--- src/jts_consts.vh ---
/*
 * constants shared by the tap select and emulation line block.
 * assumes a 32-bit ahb-lite register bus with byte addresses.
 */
`ifndef JTS_CONSTS_VH
`define JTS_CONSTS_VH

// =====================================================================
// register map
`define JTS_ADDR_PULL_INHIBIT   32'h0000_1c18
`define JTS_ADDR_STATUS         32'h0000_1c1c
`define JTS_REG_W               16
`define JTS_PULL_INHIBIT_RST    16'h0000

// =====================================================================
// pull inhibit field positions (1 = resistor off)
`define JTS_PI_TRST_PD          0
`define JTS_PI_TAP_SELECT_EMULATOR_LINE_PU          1
`define JTS_PI_EMULATOR_EVENT_LINE_PU          2
`define JTS_PI_TDI_PU           3
`define JTS_PI_TDO_PU           4
`define JTS_PI_TMS_PU           5

// =====================================================================
// status field positions
`define JTS_ST_TEST_ACTIVE      0
`define JTS_ST_TAP_SEL          1
`define JTS_ST_TRST_LVL         2
`define JTS_ST_CAPTURED         3
`define JTS_ST_TDO_LVL          4

// =====================================================================
// tap select codes
`define JTS_SEL_BSCAN           1'b0
`define JTS_SEL_EMU             1'b1

// =====================================================================
// ahb-lite codes
`define JTS_HTRANS_NONSEQ_BIT   1
`define JTS_HSIZE_WORD          3'h2
`define JTS_HRESP_OKAY          1'b0

// =====================================================================
// synchroniser bit order and reset levels
`define JTS_SY_TRST             0
`define JTS_SY_TCK              1
`define JTS_SY_TMS              2
`define JTS_SY_TDI              3
`define JTS_SY_TAP_SELECT_EMULATOR_LINE             4
`define JTS_SY_EMULATOR_EVENT_LINE             5
`define JTS_SY_TDO              6
`define JTS_SY_W                7
`define JTS_SY_RST              7'h7c

`endif

--- src/jts_sync.v ---
/*
 * two flip-flop level synchroniser, one per bit.
 * assumes inputs are asynchronous to clk; reset levels are constants.
 */
`timescale 1ns/1ps

module jts_sync #(
   parameter             W       = 1,
   parameter [W-1:0]     RST_VAL = {W{1'b0}}
) (
   // clock and reset
   input  wire           clk,
   input  wire           rst_n,
   // async in, sync out
   input  wire [W-1:0]   d_async,
   output wire [W-1:0]   q_sync
);

   genvar i;

   // =====================================================================
   // per bit chain
   generate
      for (i = 0; i < W; i = i + 1) begin : g_bit
         reg meta_ff;
         reg sync_ff;
         always @(posedge clk or negedge rst_n) begin
            if (!rst_n) begin
               meta_ff <= RST_VAL[i];
               sync_ff <= RST_VAL[i];
            end else begin
               meta_ff <= d_async[i];
               sync_ff <= meta_ff;
            end
         end
         assign q_sync[i] = sync_ff;
      end
   endgenerate

endmodule

--- src/jts_top.v ---
/*
 * test port select and emulation line logic with pull inhibit register.
 * assumes tap state machines and emulation logic sit outside; scan pins
 * arrive asynchronous to hclk and are sampled through two flip-flops.
 */
// The implementer's own choice: the AHB-Lite register port.
`timescale 1ns/1ps
`include "jts_consts.vh"

// What this block does
// - test reset high hands control to scan
// - test reset low: functional mode, scan ignored
// - capture select line on test reset rise
// - select 0 boundary tap, 1 emulation tap
// - select line becomes bidirectional emulator interrupt
// - second line is bidirectional emulator interrupt
// - pull resistors set by pull inhibit register
// - test reset pulldown enabled after reset
// - emulation line pullups enabled after reset
// - sample inputs on tck rise, tdo on fall
// - tdo driven only while scanning
module jts_top (
   // clock and reset
   input  wire        hclk,
   input  wire        hresetn,
   // ahb-lite slave
   input  wire        hsel,
   input  wire [31:0] haddr,
   input  wire [1:0]  htrans,
   input  wire        hwrite,
   input  wire [2:0]  hsize,
   input  wire        hready,
   input  wire [31:0] hwdata,
   output reg  [31:0] hrdata_ff,
   output reg         hreadyout_ff,
   output reg         hresp_ff,
   // scan pins
   input  wire        trst_pin,
   input  wire        tck_pin,
   input  wire        tms_pin,
   input  wire        tdi_pin,
   input  wire        tdo_in,
   output reg         tdo_out_ff,
   output reg         tdo_oe_ff,
   // emulation line pins
   input  wire        tap_select_emulator_line_in,
   output reg         tap_select_emulator_line_out_ff,
   output reg         tap_select_emulator_line_oe_ff,
   input  wire        emulator_event_line_in,
   output reg         emulator_event_line_out_ff,
   output reg         emulator_event_line_oe_ff,
   // pad pull controls, 1 = resistor off
   output reg  [15:0] pull_inhibit_ff,
   // boundary scan tap side
   output reg         bs_tap_rst_n_ff,
   output reg         bs_tck_rise_ff,
   output reg         bs_tck_fall_ff,
   output reg         bs_tms_ff,
   output reg         bs_tdi_ff,
   input  wire        bs_tdo,
   input  wire        bs_shifting,
   // emulation tap side
   output reg         em_tap_rst_n_ff,
   output reg         em_tck_rise_ff,
   output reg         em_tck_fall_ff,
   output reg         em_tms_ff,
   output reg         em_tdi_ff,
   input  wire        em_tdo,
   input  wire        em_shifting,
   // emulation logic line control
   input  wire        tap_select_emulator_line_drv_en,
   input  wire        tap_select_emulator_line_drv_val,
   input  wire        emulator_event_line_drv_en,
   input  wire        emulator_event_line_drv_val,
   output reg         tap_select_emulator_line_evt_in_ff,
   output reg         emulator_event_line_evt_in_ff,
   output reg         test_active_ff
);

   // =====================================================================
   // pin synchronisers
   wire [`JTS_SY_W-1:0] pins_async;
   wire [`JTS_SY_W-1:0] pins_s;

   assign pins_async = {tdo_in, emulator_event_line_in, tap_select_emulator_line_in,
                        tdi_pin, tms_pin, tck_pin, trst_pin};

   jts_sync #(
      .W       (`JTS_SY_W),
      .RST_VAL (`JTS_SY_RST)
   ) u_sync (
      .clk     (hclk),
      .rst_n   (hresetn),
      .d_async (pins_async),
      .q_sync  (pins_s)
   );

   wire trst_s = pins_s[`JTS_SY_TRST];
   wire tck_s  = pins_s[`JTS_SY_TCK];
   wire tms_s  = pins_s[`JTS_SY_TMS];
   wire tdi_s  = pins_s[`JTS_SY_TDI];
   wire tap_select_emulator_line_s = pins_s[`JTS_SY_TAP_SELECT_EMULATOR_LINE];
   wire emulator_event_line_s = pins_s[`JTS_SY_EMULATOR_EVENT_LINE];
   wire tdo_s  = pins_s[`JTS_SY_TDO];

   // =====================================================================
   // test reset edge and tap select capture
   reg  trst_d_ff;
   reg  tck_d_ff;
   reg  tap_sel_ff;
   reg  captured_ff;

   wire trst_rise = trst_s & ~trst_d_ff;
   wire test_on   = trst_s & captured_ff;
   wire tck_rise  = tck_s & ~tck_d_ff & test_on;
   wire tck_fall  = ~tck_s & tck_d_ff & test_on;

   always @(posedge hclk or negedge hresetn) begin
      if (!hresetn) begin
         trst_d_ff   <= 1'b0;
         tck_d_ff    <= 1'b0;
         tap_sel_ff  <= `JTS_SEL_BSCAN;
         captured_ff <= 1'b0;
      end else begin
         trst_d_ff <= trst_s;
         tck_d_ff  <= tck_s;
         if (trst_rise) begin
            tap_sel_ff  <= tap_select_emulator_line_s;
            captured_ff <= 1'b1;
         end
      end
   end

   // =====================================================================
   // scan routing to the selected tap
   wire sel_bs = test_on & (tap_sel_ff == `JTS_SEL_BSCAN);
   wire sel_em = test_on & (tap_sel_ff == `JTS_SEL_EMU);

   always @(posedge hclk or negedge hresetn) begin
      if (!hresetn) begin
         test_active_ff  <= 1'b0;
         bs_tap_rst_n_ff <= 1'b0;
         em_tap_rst_n_ff <= 1'b0;
         bs_tck_rise_ff  <= 1'b0;
         bs_tck_fall_ff  <= 1'b0;
         em_tck_rise_ff  <= 1'b0;
         em_tck_fall_ff  <= 1'b0;
         bs_tms_ff       <= 1'b0;
         bs_tdi_ff       <= 1'b0;
         em_tms_ff       <= 1'b0;
         em_tdi_ff       <= 1'b0;
      end else begin
         test_active_ff  <= test_on;
         bs_tap_rst_n_ff <= sel_bs;
         em_tap_rst_n_ff <= sel_em;
         bs_tck_rise_ff  <= tck_rise & sel_bs;
         bs_tck_fall_ff  <= tck_fall & sel_bs;
         em_tck_rise_ff  <= tck_rise & sel_em;
         em_tck_fall_ff  <= tck_fall & sel_em;
         if (tck_rise & sel_bs) begin
            bs_tms_ff <= tms_s;
            bs_tdi_ff <= tdi_s;
         end
         if (tck_rise & sel_em) begin
            em_tms_ff <= tms_s;
            em_tdi_ff <= tdi_s;
         end
      end
   end

   // =====================================================================
   // test data out, changed on tck fall only; enable also cleared while test is off
   wire sel_tdo   = (tap_sel_ff == `JTS_SEL_EMU) ? em_tdo : bs_tdo;
   wire sel_shift = (tap_sel_ff == `JTS_SEL_EMU) ? em_shifting : bs_shifting;

   always @(posedge hclk or negedge hresetn) begin
      if (!hresetn) begin
         tdo_out_ff <= 1'b0;
         tdo_oe_ff  <= 1'b0;
      end else if (!test_on) begin
         tdo_oe_ff  <= 1'b0;
      end else if (tck_fall) begin
         tdo_out_ff <= sel_tdo;
         tdo_oe_ff  <= sel_shift;
      end
   end

   // =====================================================================
   // emulation lines as bidirectional interrupts
   always @(posedge hclk or negedge hresetn) begin
      if (!hresetn) begin
         tap_select_emulator_line_out_ff <= 1'b0;
         tap_select_emulator_line_oe_ff  <= 1'b0;
         emulator_event_line_out_ff      <= 1'b0;
         emulator_event_line_oe_ff       <= 1'b0;
         tap_select_emulator_line_evt_in_ff                  <= 1'b1;
         emulator_event_line_evt_in_ff                  <= 1'b1;
      end else begin
         tap_select_emulator_line_out_ff <= tap_select_emulator_line_drv_val;
         tap_select_emulator_line_oe_ff  <= test_on & tap_select_emulator_line_drv_en;
         emulator_event_line_out_ff      <= emulator_event_line_drv_val;
         emulator_event_line_oe_ff       <= test_on & emulator_event_line_drv_en;
         tap_select_emulator_line_evt_in_ff                  <= test_on ? tap_select_emulator_line_s : 1'b1;
         emulator_event_line_evt_in_ff                  <= test_on ? emulator_event_line_s : 1'b1;
      end
   end

   // =====================================================================
   // ahb-lite address phase capture
   reg         wr_pend_ff;
   reg  [31:0] wr_addr_ff;

   wire        take    = hsel & hready & htrans[`JTS_HTRANS_NONSEQ_BIT];
   wire        take_wr = take & hwrite & (hsize == `JTS_HSIZE_WORD);
   wire        take_rd = take & ~hwrite;
   wire        wr_pi   = wr_pend_ff & (wr_addr_ff == `JTS_ADDR_PULL_INHIBIT);

   // =====================================================================
   // read mux, with forwarding of a write still in its data phase
   reg  [31:0] nxt_rdata;
   wire [15:0] pi_view = wr_pi ? hwdata[15:0] : pull_inhibit_ff;
   wire [15:0] status_val;

   assign status_val = {11'h000,
                        tdo_s,
                        captured_ff,
                        trst_s,
                        tap_sel_ff,
                        test_on};

   always @* begin
      nxt_rdata = 32'h0000_0000;
      if (haddr == `JTS_ADDR_PULL_INHIBIT) begin
         nxt_rdata = {16'h0000, pi_view};
      end else if (haddr == `JTS_ADDR_STATUS) begin
         nxt_rdata = {16'h0000, status_val};
      end else begin
         nxt_rdata = 32'h0000_0000;
      end
   end

   // =====================================================================
   // register file and bus answer
   always @(posedge hclk or negedge hresetn) begin
      if (!hresetn) begin
         wr_pend_ff      <= 1'b0;
         wr_addr_ff      <= 32'h0000_0000;
         hrdata_ff       <= 32'h0000_0000;
         hreadyout_ff    <= 1'b1;
         hresp_ff        <= `JTS_HRESP_OKAY;
         pull_inhibit_ff <= `JTS_PULL_INHIBIT_RST;
      end else begin
         hreadyout_ff <= 1'b1;
         hresp_ff     <= `JTS_HRESP_OKAY;
         if (hready) begin
            wr_pend_ff <= take_wr;
            wr_addr_ff <= haddr;
         end
         if (take_rd) begin
            hrdata_ff <= nxt_rdata;
         end
         if (wr_pi) begin
            pull_inhibit_ff <= hwdata[15:0];
         end
      end
   end

endmodule

--- config.mk ---
export PLATFORM = sky130hd
export DESIGN_NAME = jts_top
export DESIGN_NICKNAME = d
export VERILOG_FILES = /design/src/jts_sync.v /design/src/jts_top.v
export VERILOG_INCLUDE_DIRS = /design/src
export SDC_FILE = /design/constraint.sdc
export NUM_CORES = 1
export LEC_CHECK = 0
export ABC_AREA = 1
export ABC_CLOCK_PERIOD_IN_PS = 1400
export BUFFER_PORTS_ARGS = -buffer_cell sky130_fd_sc_hd__buf_2
export CAP_MARGIN = 20
export CORE_UTILIZATION = 45
export CTS_CLUSTER_SIZE = 16
export DETAILED_ROUTE_END_ITERATION = 12
export GPL_ROUTABILITY_DRIVEN = 0
export MAX_ROUTING_LAYER = met4
export PLACE_DENSITY_LB_ADDON = 0.1
export SETUP_SLACK_MARGIN = 0.2
export SYNTH_ARGS = -nofsm -noshare
export SYNTH_HDL_FRONTEND = slang
export SYNTH_SLANG_ARGS = --single-unit
--- constraint.sdc ---
create_clock -name hclk -period 1.4 [get_ports hclk]
set_clock_uncertainty 0.2 [all_clocks]
set_input_delay 0.14 -clock hclk [delete_from_list [all_inputs] [get_ports hclk]]
set_output_delay 0.14 -clock hclk [all_outputs]
set_load 0.01 [all_outputs]
==> impl_metrics.csv <==
group,metric,value,unit
status,status,"finished, violations left",
status,violations,"negative hold slack, negative setup slack",
cells_and_area,multi_input_area,1620,µm²
sta,layout_setup_ws,-333,ps
clock_network,cts_hold_buf,66,
global_route,grt_max_degree,41,
logic_synthesis,synth.distinct_cells,33,
logic_synthesis,synth_cells,472,
logic_synthesis,ys_top_cells_by_count,"123 x nand2_1, 90 x dfrtp_1, 59 x inv_1, 42 x nor2_1, 26 x o21ai_0",
sta,rsz0062_at_grt,"yes",
global_route,gr-total-overflow,0,
critical_path,r2r_start,"wr_addr_ff[25]",
detailed_routing,drc,0,
detailed_routing,vias,3869,
run,drv_cap,0,
logic_synthesis,ys_seq_area_frac,0.582,
logic_synthesis,synth_edf_count,0,
global_route,globalRouteTotalUtil,0.228,
logic_synthesis,synthTopCellsByArea,"dfrtp_1 51%, nand2_1 10%, dfstp_2 7.1%, inv_1 5.0%, nor2_1 3.6%",
clock_network,clockBufferDepth,2,
sta,fmax,0.577,GHz
placed_design,dp.cells,746,
pwr,power_leakage,3.63,nW
logic_synthesis,synth_top_flop_cell,"dfrtp_1",
cells_and_area,area_growth,52.3,%
global_route,first_global_vias,3885,
logic_synthesis,ys_ff_latch,102,
clock_network,cts_tree,"built",
logic_synthesis,synth_top_area_cell,"dfrtp_1",
floorplanning,num_rows,35,
detailed_routing,wirelength,11000,µm
cells_and_area,nFillCells,751,
floorplanning,core,9370,µm²
sta,period_share,1.24,
logic_synthesis,synth_warnings,0,
pwr,ir_drop,0.526,mV
hold_path,min_path_cells,4,
clock_network,clk_pin_slew,100,ps
clock_network,h-tree-depth,3,
sta,slew_violations,0,
detailed_routing,first_pass_iters,6,
pwr,power_density,910,nW/µm²
global_route,antenna_found_initial,0,
cells_and_area,seq_area,2570,µm²
sta,hold_viol_final,12,
logic_synthesis,synth.top_cell.area_share,0.510,
placed_design,hpwl,6900,µm
hold_path,hold_start,"hsize[2]",
logic_synthesis,synth_area_per_cell,9.35,µm²
cells_and_area,diodes,0,
sta,whs,-116,ps
global_route,grt_pass1_wl,17300,µm
floorplanning,start_util,0.471,
detailed_routing,viasPerCell,4.54,
detailed_routing,wl_per_cell,12.9,µm
cells_and_area,drive_above_1_share,0.390,
clock_network,cts_buffers,9,
critical_path,critPathMaxFanout,20,
critical_path,critical_path_required,1460,ps
critical_path,end_kind,"flop",
detailed_routing,ant_nets,0,
clock_network,clk_latency,370,ps
cells_and_area,fin_nets,808,
floorplanning,dieHeight,101,µm
floorplanning,die_area,10200,µm²
critical_path,cp-startpoint,"wr_addr_ff[25]",
critical_path,cp_data_arrival_time,1800,ps
floorplanning,io_pins,158,
critical_path,start_kind,"flop",
sta,min_period,1730,ps
logic_synthesis,synth.most_common_cell,"nand2_1",
sta,setup_viol,34,
cells_and_area,fin_cells,853,
clock_network,clock-sinks,102,
floorplanning,die_w,101,µm
logic_synthesis,synthArstFlopShare,1.00,
placed_design,port_buffers,122,
hold_path,holdCritPathClass,"primary input to flop",
logic_synthesis,synth.cell_area,4410,µm²
detailed_routing,drt_iter0_markers,98,
critical_path,path_class,"flop to flop",
clock_network,ctsRootBufferMaster,"clkbuf_8",
critical_path,reg2regPathDepth,9,
==> power breakdown <==
group	internal (mW)	switching [mW]	leakage, nW
sequential	3.13	0.0804	1.28
clock	0.867	1.08	0.108
combinational	0.488	0.463	2.24
==> layer usage <==
metal	part of all wire	up-vias	track usage
met1	0.43	1826	0.264
met3	0.035	12	0.0388
met4	0.014	0	0.0702
met5	0	-	-
met2	0.53	102	0.406
li1	-	1929	-
==> layout make-up <==
class	instances	share of cell area
Inverter	63	0.0352
Multi-Input combinational cell	292	0.241
Timing Repair Buffer	251	0.287
Clock inverter	7	0.0130
Sequential cell	102	0.382
Clock buffer	9	0.0184
Tap cell	129	0.0240
==> through the flow <==
step	worst slack [ps]	setup TNS [ps]	utilization	area [µm²]	power, mW
after global routing	-418	-12100	0.717	6720	6.41
after floorplan	-135	-3400	-	4520	3.60
after global placement	-241	-6020	0.578	5420	3.94
after CTS	-272	-6670	0.690	6470	6.12
final	-333	-9200	0.717	6720	6.11
after detailed placement	-278	-6930	0.578	5420	3.96
==> worst paths after layout <==
kind / to / slack (ps)
setup / recovery: hrdata_ff[10] / -330
hold / removal: wr_pend_ff / -120
setup reg to reg: hrdata_ff[10] / -330
hold reg to reg: u_sync.g_bit[0].sync_ff / 160
max in group asynchronous: tap_select_emulator_line_evt_in_ff / 450
min in group asynchronous: bs_tms_ff / -10
==> cell usage in the layout, fill, tap and decap left out, types with 2 or more instances in the layout <==
master	instances
buf_2	115
nand2_1	110
dfrtp_1	90
dlygate4sd3_1	66
inv_1	51
buf_4	50
nor2_1	33
o21ai_0	25
conb_1	18
nand3_1	14
nand2_2	13
nor2_4	13
inv_2	12
o21a_1	12
dfstp_2	12
buf_6	11
clkbuf_8	9
nand4_1	8
o211ai_2	8
nand3_2	7
and2_1	5
buf_12	5
nor2_2	4
o211ai_1	4
nand2_4	3
clkinv_4	3
clkbuf_16	3
nand3_4	2
a21oi_1	2
mux2_4	2
inv_8	2
==> sequential cells by signal, summed over array words and instances (netlist names), 7 cells and up <==
| register | flops |
|---|---|
| wr_addr_ff | 32 |
| pull_inhibit_ff | 16 |
| u_sync.g_bit.meta_ff | 7 |
| hrdata_ff | 16 |
| u_sync.g_bit.sync_ff | 7 |
==> worst max-delay path, stage by stage (launching register included) <==
cell	delay, ps
dfrtp_1	400
inv_2	70
nand2_2	60
nor2_4	100
nand2_2	70
nor2_4	120
nand3_4	160
clkbuf_16	230
o211ai_2	130
nand2_1	70
==> cells by family after synthesis <==
family | Yosys count | share of synthesized area
AND/OR/NAND/NOR | 217 | 0.223
flip-flops | 102 | 0.582
buffers and inverters | 94 | 0.102
AO/OA/AOI/OAI | 55 | 0.0859
multiplexers | 2 | 0.00510
other | 2 | 0.00170
==> what timing repair did <==
action | 4_1_cts | 5_1_grt
pin swaps | 9 | 8
hold endpoints to repair | 179 | 12
endpoints found under the setup margin | 90 | 97
gates cloned | 0 | 3
gates resized for setup | 25 | 30
buffers inserted | 11 | 11
(Power assumes the default switching activity.)
